## src/design/rxdsk_pkg.sv

```systemverilog
// Purpose: shared constants and types of the receive lane phase deskew controller
// Assumes: hclk at 100 MHz; AHB-Lite register window of 32-bit words
// Notes: offsets are byte addresses inside the slave's window
`default_nettype none

package rxdsk_pkg;

  // ----------------------------------------------------------------
  // clocking and timing
  // ----------------------------------------------------------------
  localparam int CLK_PERIOD_NS = 10;   // hclk period
  localparam int SETTLE_NS = 200;      // least wait after a step before sampling lanes
  // least time, so round up to whole cycles
  localparam int SETTLE_CYC = (SETTLE_NS + CLK_PERIOD_NS - 1) / CLK_PERIOD_NS;

  // ----------------------------------------------------------------
  // phase stepping
  // ----------------------------------------------------------------
  localparam int STEPS_PER_VCO = 56;            // one step is 1/56 of the VCO period
  localparam int SHIFT_COUNT_DEF = STEPS_PER_VCO; // total steps of one sweep
  localparam int POS_W = 8;                     // width of phase positions and counts
  localparam logic [POS_W-1:0] GUARD_RST = 8'h08; // early-side guard after reset
  localparam logic PS_INC = 1'b1;               // direction code for a later phase

  // ----------------------------------------------------------------
  // register map
  // ----------------------------------------------------------------
  localparam logic [7:0] OFS_CTRL = 8'h00;
  localparam logic [7:0] OFS_GUARD = 8'h04;
  localparam logic [7:0] OFS_STATUS = 8'h08;
  localparam logic [7:0] OFS_RESULT = 8'h0C;
  localparam logic [7:0] OFS_STEPS = 8'h10;
  localparam int CTRL_EN_BIT = 0;       // enable of the search
  localparam int CTRL_RESTART_BIT = 1;  // write one: start a new pass
  localparam int CTRL_FIFO_BIT = 2;     // write one: one-cycle buffer reset
  localparam int ST_STATE_LSB = 0;      // three bits of state
  localparam int ST_DONE_BIT = 4;
  localparam int ST_NOWIN_BIT = 5;
  localparam int ST_LOCK_BIT = 6;
  localparam int ST_ALLDONE_BIT = 7;
  localparam int RES_START_LSB = 0;
  localparam int RES_LEN_LSB = 8;
  localparam int RES_TGT_LSB = 16;
  localparam int STATE_W = 3;

  // ----------------------------------------------------------------
  // bus codes
  // ----------------------------------------------------------------
  localparam int HTRANS_ACT_BIT = 1;    // set for NONSEQ and SEQ
  localparam logic HRESP_OKAY = 1'b0;

  // controller states
  typedef enum logic [2:0] {
    S_IDLE = 3'b000,
    S_SETTLE = 3'b001,
    S_WAIT = 3'b010,
    S_AIM = 3'b011,
    S_MOVE = 3'b100,
    S_DONE = 3'b101
  } rxdsk_state_t;

endpackage

`default_nettype wire

```

## src/design/rxdsk_sync.sv

```systemverilog
// Purpose: three-stage synchroniser with agreement filter for pin inputs
// Assumes: inputs are asynchronous levels
// Notes: output changes only once stages two and three agree
`default_nettype none

module rxdsk_sync #(
  parameter int W = 1
) (
  // clock and reset
  input wire logic hclk,
  input wire logic hresetn,
  // asynchronous levels in, filtered levels out
  input wire logic [W-1:0] d,
  output logic [W-1:0] q
);

  // ----------------------------------------------------------------
  // state
  // ----------------------------------------------------------------
  typedef struct packed {
    logic [W-1:0] s1;  // first stage, read only by s2
    logic [W-1:0] s2;
    logic [W-1:0] s3;
    logic [W-1:0] q;   // accepted level
  } rxdsk_sync_t;

  rxdsk_sync_t r;
  rxdsk_sync_t n;
  logic [W-1:0] agree;  // stages two and three match

  // next state: shift and accept agreed bits
  always_comb begin
    n = r;
    agree = ~(r.s2 ^ r.s3);
    n.s1 = d;
    n.s2 = r.s1;
    n.s3 = r.s2;
    n.q = (agree & r.s3) | (~agree & r.q);
  end

  // registers
  always_ff @(posedge hclk or negedge hresetn) begin
    if (!hresetn) begin
      r <= '0;
    end else begin
      r <= n;
    end
  end

  assign q = r.q;

endmodule // rxdsk_sync

`default_nettype wire

```

## src/design/rxdsk_ctrl.sv

```systemverilog
// Purpose: receive lane phase deskew controller driving a phase-shifting clock generator
// Assumes: one clock generator phase-shift port on hclk; lane status arrives asynchronously
// Notes: sweeps one full VCO period, then settles on the best eye position
`default_nettype none

module rxdsk_ctrl
  import rxdsk_pkg::*;
#(
  parameter int LANES = 4,
  parameter int SHIFT_COUNT = SHIFT_COUNT_DEF,
  parameter int SETTLE_CYCLES = SETTLE_CYC
) (
  // clock and reset
  input wire logic hclk,
  input wire logic hresetn,
  // ahb-lite slave
  input wire logic hsel,
  input wire logic [31:0] haddr,
  input wire logic [1:0] htrans,
  input wire logic hwrite,
  input wire logic [2:0] hsize,
  input wire logic [31:0] hwdata,
  input wire logic hready,
  output logic [31:0] hrdata,
  output logic hreadyout,
  output logic hresp,
  // receive channels
  input wire logic [LANES-1:0] rx_reset_done,
  input wire logic [LANES-1:0] rx_lane_ok,
  output logic rx_elastic_buffer_reset,
  // user logic
  input wire logic user_fifo_reset,
  // phase-shifting clock generator
  input wire logic psgen_locked,
  input wire logic psgen_done,
  output logic psgen_en,
  output logic psgen_incdec
);

  // ----------------------------------------------------------------
  // state
  // ----------------------------------------------------------------
  typedef struct packed {
    rxdsk_state_t st;               // controller state
    logic en;                       // search enable
    logic restart;                  // restart held while a step is in flight
    logic aiming;                   // steps now go to the target, not the sweep
    logic [POS_W-1:0] guard;        // early-side guard in steps
    logic all_prev;                 // last all-lanes reset-done level
    logic [POS_W-1:0] idx;          // sweep position
    logic [POS_W-1:0] settle;       // settle counter
    logic [POS_W-1:0] run_start;    // start of current good run
    logic [POS_W-1:0] run_len;      // length of current good run
    logic [POS_W-1:0] best_start;   // start of longest good run
    logic [POS_W-1:0] best_len;     // length of longest good run
    logic [POS_W-1:0] target;       // final offset from origin
    logic [POS_W-1:0] moved;        // steps taken toward target
    logic nowin;                    // sweep found no good position
    logic done;                     // pass finished
    logic ps_en;                    // one-cycle step request
    logic fifo_pulse;               // software buffer reset pulse
    logic fifo_rst;                 // buffer reset to channels
    logic wr_pend;                  // write data phase pending
    logic [7:0] wr_addr;            // address of pending write
    logic [31:0] rdata;             // read data for the data phase
  } rxdsk_regs_t;

  localparam rxdsk_regs_t R_RST = '{st: S_IDLE, en: 1'b1, guard: GUARD_RST, default: '0};

  rxdsk_regs_t r;
  rxdsk_regs_t n;
  logic [2*LANES:0] sq;             // synchronised pin levels
  logic all_done;                   // every lane reports reset done
  logic lanes_ok;                   // every lane sees good data
  logic locked;                     // clock generator locked
  logic rise;                       // low-to-high of all_done
  logic aphase;                     // address phase taken
  logic sw_restart;                 // software asked for a new pass
  logic kick;                       // any cause of a new pass
  logic abort;                      // pass must stop now
  logic [POS_W-1:0] half;           // half of best run
  logic [POS_W-1:0] aim_off;        // chosen offset inside best run
  logic [POS_W-1:0] run_nxt;        // run length after a good sample
  logic [31:0] rd_word;             // read mux

  // ----------------------------------------------------------------
  // pin synchronisers
  // ----------------------------------------------------------------
  rxdsk_sync #(
    .W(2 * LANES + 1)
  ) u_sync (
    .hclk(hclk),
    .hresetn(hresetn),
    .d({psgen_locked, rx_lane_ok, rx_reset_done}),
    .q(sq)
  );

  assign all_done = &sq[LANES-1:0];
  assign lanes_ok = &sq[2*LANES-1:LANES];
  assign locked = sq[2*LANES];
  assign rise = all_done && !r.all_prev;
  assign aphase = hsel && hready && htrans[HTRANS_ACT_BIT];
  assign sw_restart = r.wr_pend && (r.wr_addr == OFS_CTRL) && hwdata[CTRL_RESTART_BIT];
  assign kick = r.restart || rise || sw_restart;
  // losing lane status or lock stops a pass; a fresh edge starts a new one
  assign abort = !all_done || !locked || !r.en || kick;

  // ----------------------------------------------------------------
  // next state
  // ----------------------------------------------------------------
  always_comb begin
    n = r;
    rd_word = '0;
    half = r.best_len >> 1;
    aim_off = (r.guard < half) ? r.guard : half;
    run_nxt = r.run_len + POS_W'(1);
    n.ps_en = 1'b0;
    n.fifo_pulse = 1'b0;
    n.all_prev = all_done;
    // edge is held until the in-flight step is answered
    if (rise || sw_restart) begin
      n.restart = 1'b1;
    end

    // register writes land in the data phase
    if (r.wr_pend) begin
      unique case (r.wr_addr)
        OFS_CTRL: begin
          n.en = hwdata[CTRL_EN_BIT];
          n.fifo_pulse = hwdata[CTRL_FIFO_BIT];
        end
        OFS_GUARD: begin
          n.guard = hwdata[POS_W-1:0];
        end
        default: begin
          // unmapped or read-only: ignored
        end
      endcase
    end
    n.wr_pend = aphase && hwrite;
    if (aphase) begin
      n.wr_addr = haddr[7:0];
    end

    // read mux, sampled in the address phase so data stands from a flop
    unique case (haddr[7:0])
      OFS_CTRL: begin
        rd_word[CTRL_EN_BIT] = r.en;
      end
      OFS_GUARD: begin
        rd_word[POS_W-1:0] = r.guard;
      end
      OFS_STATUS: begin
        rd_word[ST_STATE_LSB +: STATE_W] = r.st;
        rd_word[ST_DONE_BIT] = r.done;
        rd_word[ST_NOWIN_BIT] = r.nowin;
        rd_word[ST_LOCK_BIT] = locked;
        rd_word[ST_ALLDONE_BIT] = all_done;
      end
      OFS_RESULT: begin
        rd_word[RES_START_LSB +: POS_W] = r.best_start;
        rd_word[RES_LEN_LSB +: POS_W] = r.best_len;
        rd_word[RES_TGT_LSB +: POS_W] = r.target;
      end
      OFS_STEPS: begin
        rd_word[POS_W-1:0] = POS_W'(SHIFT_COUNT);
      end
      default: begin
        rd_word = '0;  // unmapped reads as zero
      end
    endcase
    if (aphase && !hwrite) begin
      n.rdata = rd_word;
    end

    // user and software buffer reset reach the channels one cycle later
    n.fifo_rst = user_fifo_reset || r.fifo_pulse;

    // deskew state machine
    unique case (r.st)
      S_IDLE: begin
        // hold off until all channels report reset done and the clock is locked
        if (r.en && all_done && locked) begin
          n.st = S_SETTLE;
          n.restart = 1'b0;
          n.aiming = 1'b0;
          n.done = 1'b0;
          n.nowin = 1'b0;
          n.idx = '0;
          n.settle = '0;
          n.run_len = '0;
          n.best_len = '0;
          n.best_start = '0;
          n.target = '0;
          n.moved = '0;
        end
      end
      S_SETTLE: begin
        if (abort) begin
          n.st = S_IDLE;
          n.restart = 1'b0;
        end else if (r.settle == POS_W'(SETTLE_CYCLES - 1)) begin
          // sample the lanes at this phase and track the longest good run
          n.settle = '0;
          if (lanes_ok) begin
            n.run_len = run_nxt;
            if (r.run_len == '0) begin
              n.run_start = r.idx;
            end
            if (run_nxt > r.best_len) begin
              n.best_len = run_nxt;
              n.best_start = (r.run_len == '0) ? r.idx : r.run_start;
            end
          end else begin
            n.run_len = '0;
          end
          n.ps_en = 1'b1;
          n.st = S_WAIT;
        end else begin
          n.settle = r.settle + POS_W'(1);
        end
      end
      S_WAIT: begin
        // no new request until the generator answers the last one
        if (psgen_done) begin
          if (kick || !all_done || !locked || !r.en) begin
            n.st = S_IDLE;
            n.restart = 1'b0;
          end else if (r.aiming) begin
            n.moved = r.moved + POS_W'(1);
            n.st = (r.moved + POS_W'(1) == r.target) ? S_DONE : S_MOVE;
            n.done = (r.moved + POS_W'(1) == r.target);
          end else begin
            // a full sweep of 1/56 steps brings the clock back to its origin
            n.idx = r.idx + POS_W'(1);
            n.st = (r.idx + POS_W'(1) == POS_W'(SHIFT_COUNT)) ? S_AIM : S_SETTLE;
          end
        end
      end
      S_AIM: begin
        // sit just inside the early edge: most late margin, bounded early loss.
        // a good run that wraps past the origin is seen as two runs
        if (abort) begin
          n.st = S_IDLE;
          n.restart = 1'b0;
        end else begin
          n.aiming = 1'b1;
          n.moved = '0;
          n.nowin = (r.best_len == '0);
          n.target = (r.best_len == '0) ? '0 : r.best_start + aim_off;
          n.done = (r.best_len == '0) || (r.best_start + aim_off == '0);
          n.st = n.done ? S_DONE : S_MOVE;
        end
      end
      S_MOVE: begin
        if (abort) begin
          n.st = S_IDLE;
          n.restart = 1'b0;
        end else begin
          n.ps_en = 1'b1;
          n.st = S_WAIT;
        end
      end
      S_DONE: begin
        // result holds until a new edge or lost status
        if (abort) begin
          n.st = S_IDLE;
          n.restart = 1'b0;
        end
      end
      default: begin
        n.st = S_IDLE;
      end
    endcase
  end

  // ----------------------------------------------------------------
  // registers
  // ----------------------------------------------------------------
  always_ff @(posedge hclk or negedge hresetn) begin
    if (!hresetn) begin
      r <= R_RST;
    end else begin
      r <= n;
    end
  end

  // outputs: zero-wait slave, always OKAY
  assign hrdata = r.rdata;
  assign hreadyout = 1'b1;
  assign hresp = HRESP_OKAY;
  assign psgen_en = r.ps_en;
  assign psgen_incdec = PS_INC;
  assign rx_elastic_buffer_reset = r.fifo_rst;
endmodule // rxdsk_ctrl

`default_nettype wire

```

## config.mk

```make
export PLATFORM = sky130hd
export DESIGN_NAME = rxdsk_ctrl
export DESIGN_NICKNAME = d
export VERILOG_FILES = /design/src/design/rxdsk_pkg.sv /design/src/design/rxdsk_sync.sv /design/src/design/rxdsk_ctrl.sv
export SDC_FILE = /design/constraint.sdc
export NUM_CORES = 1
export LEC_CHECK = 0
export ABC_AREA = 1
export BUFFER_PORTS_ARGS = -buffer_cell sky130_fd_sc_hd__buf_2
export CELL_PAD_IN_SITES_DETAIL_PLACEMENT = 1
export CELL_PAD_IN_SITES_GLOBAL_PLACEMENT = 1
export CORE_MARGIN = 3
export CORE_UTILIZATION = 46
export DETAILED_ROUTE_END_ITERATION = 12
export MAX_ROUTING_LAYER = met4
export PLACE_DENSITY = 0.83
export SETUP_SLACK_MARGIN = 0.4
export SYNTH_ARGS = -nofsm -noshare
export SYNTH_HDL_FRONTEND = slang
export SYNTH_HIERARCHICAL = 1
export SYNTH_SLANG_ARGS = --single-unit
```

## constraint.sdc

```tcl
create_clock -name hclk -period 6.9 [get_ports hclk]
set_clock_uncertainty 0.15 [all_clocks]
set_input_delay 1.38 -clock hclk [delete_from_list [all_inputs] [get_ports hclk]]
set_output_delay 1.38 -clock hclk [all_outputs]
set_load 0.01 [all_outputs]
```

==> flow_summary.toml <==
[pwr]
combPwrFrac = 0.166
clkPwrFrac = 0.413
powerDensity_nw_per_um2 = 262
seq_power_share = 0.421
p_leak_nw = 4.39
peakVddDrop_mv = 0.190
p_int_mw = 1.58
switching_share = 0.315
p_sw_mw = 0.727
power_mw = 2.31

[timing]
layout_min_cycle_time_ns = 3.91
fin_tns_setup_ns = 0
hold_viol_final = 0
setup_slack_ns = 2.99
tightest_slew_ns = 1.05
worst_slew_margin_rel = 0.294
grt_setup_unrepaired = "false"
period_share = 0.566
worst_hold_slack_ns = 0.199
maxClockFrequency_mhz = 256
drv_slew = 0
setup_viol = 0

[cts]
clockRootBuffer = "clkbuf_16"
clk_latency_ns = 0.43
cts_buffer_depth = 2
clock_sinks = 153
cts_tree = "done"
htreeDepth = 4
cts-buffers-inserted = 17
path_clk_slew_ns = 0.07
post_cts_resized = 0
cts_setup_buffers = 0
hold_buffers = 0

[synth]
yosysSeqAreaShare = 0.479
synth.top_cell.area_share = 0.473
synthSimpleGateAreaFrac = 0.233
ys.warnings.count = 6
ys_top_cells_by_area = "dfrtp_1, nand2_1, inv_1, buf_4, ha_1"
synth_edf_count = 0
synthMuxAreaShare = 0.00423
async_reset_ff_frac = 1.00
synth_flop_cell = "dfrtp_1"
syn_inst = 957
yosys.area.top_type = "dfrtp_1"
synth_xor_area_frac = 0.0153
avgSynthCellArea_um2 = 8.35
synthAdderAreaFrac = 0.0448
ys_types = 51
synth-compound-area-share = 0.110
synth_top_family_by_area = "simple AND/OR/NAND/NOR gates"
ys_ff_latch = 153
mappedNetlistArea_um2 = 8000

[die]
initial_utilization = 0.475
fp.dieArea_um2 = 19000
core_area_um2 = 16800
rows = 47
die_h_um = 138
ios = 122
die_x_um = 138

[flow_run]
maxCapViolCount = 0

[routing]
drt-initial-drc-count = 339
drc = 0
antenna_left = 0
dr.pass1.iters = 4
postRouteWirelength_um = 20600
wl_per_cell_um = 16.9
vias = 6501
vias_per_cell = 5.34

[grt]
grt_pass1_wl_um = 34100
grt_pass1_vias = 6790
grt_max_degree = 93
grtUsageTotal = 0.236
antenna_found_initial = 0
grt-ovfl-total = 0

[worst_setup_path]
crit_chain = "inv_1 > ha_1 > a21boi_0 > o211ai_1 > nand2_1 > nand3_1 > nand2_1 > nand2_1 > nand2_1 > o21ai_0 > ha_1 > inv_1 > fa_1 > inv_1 > nand4_1 > nand3_1 > nand2_1 > nand2_1 > nand3_1 > nand2_1 > nand2_1 > nor2_1 > nor2_1 > a21oi_1"
crit_type = "flop to flop"
crit_top_cell = "nand2_1"
critPathMaxStageDelay_ns = 0.41
cp_max_fo = 14
cp_data_arrival_time_ns = 4.12
cp-start-kind = "flop"
end_kind = "flop"
crit_slowest_cell = "dfrtp_1"
cp_data_required_time_ns = 7.11

[placed_design]
gp_congestion = 0.894
dpl_cell_area_um2 = 8210
dp.cells = 1186
pre_cts_ws_ns = 2.59
dp_hpwl_um = 14800
numPortBuffers = 58

[finish]
drive_gt1_frac = 0.126
fin_nets = 1098
final_common_cell = "nand2_1"
stdcell_area_um2 = 8800
mostFrequentLayoutCells = "nand2_1, dfrtp_1, inv_1"
utilization = 0.523
antennaDiodeCount = 0
area_growth_pct = 10.0
instances_no_fill = 1218

[run_status]
status = "finished clean"

[hold_path]
min_path_type = "flop to flop"
[kinds of logic after synthesis]
kind of cell	count (synthesis)
buffers and inverters	187
DFF	153
xor gates and xnor gates	14
other	2
muxes	3
AOI/OAI and AO/OA	150
and+or+nand+nor	420
adders and majority gates	28
[worst max-delay path: cells and delay by family, from the launching register on]
kind | cells | cell delay [ns]
AND/OR/NAND/NOR | 14 | 1.28
adder cells (fa/ha/maj) | 3 | 0.90
AO/OA/AOI/OAI | 4 | 0.74
flip-flops | 1 | 0.41
buffers and inverters | 3 | 0.36
[path summary, 6_finish.rpt]
kind	cells after the start	start	slack, ns	to
max in group asynchronous	2	hresetn	4.40	r[51]
min in group asynchronous	1	hresetn	0.85	async pin
hold reg to reg	0	u_sync/n[18]	0.20	u_sync/n[9]
setup reg to reg	24	half[1]	2.99	r[44]
setup / recovery	24	half[1]	2.99	r[44]
hold / removal	0	u_sync/n[18]	0.20	u_sync/n[9]
[cell type report]
cell class / instances / area [um^2]
repair buffers: 61 / 319
clock inverters: 14 / 161
clock buffers: 18 / 429
multi-input cells: 626 / 3300
well taps: 220 / 275
fillers: 2068 / 8020
inverters: 126 / 480
flip-flops and latches: 153 / 3830
[synthesized netlist by cell type (2+ instances only)]
cell	count
a21oi_1	36
a221oi_1	2
buf_2	2
buf_4	47
clkbuf_1	11
conb_1	2
dfrtp_1	151
dfstp_2	2
ha_1	27
inv_1	116
inv_2	7
mux2_2	3
nand2_1	226
nand2_2	2
nand2_4	3
nand3_1	67
nand3b_1	10
nand4_1	13
nor2_1	72
nor2_2	4
nor3_1	8
nor3_4	2
nor3b_1	2
nor4_1	4
o211ai_1	3
o21a_1	2
o21ai_0	58
o21ai_1	3
o22ai_1	21
o31ai_1	14
o32ai_1	4
or2_2	2
xnor2_1	2
xor2_1	12
[layer usage]
metal  track usage  vias to the layer above  routed length, um
met5             -                        -                  0
met4        0.0812                        0                403
met3        0.0394                       31                658
met2         0.391                      108              10200
met1         0.295                     3224               9300
li1              -                     3138                  -
[registers in the layout, indices dropped and copies added (netlist names), named ones only]
name	flops
half	7
psgen_en	1
rx_elastic_buffer_reset	1
hrdata	24
u_sync/n	18
u_sync/r	9
r	84
[power groups by stage]
stage	Sequential, mW	Combinational (mW)	Clock (mW)
final	0.972	0.383	0.953
after global routing	0.978	0.431	1.01
after CTS	0.972	0.384	0.969
after detailed placement	0.989	0.377	0
after global placement	0.985	0.366	0
after floorplan	0.977	0.291	0
No activity file was read; power rests on OpenSTA's default activity.
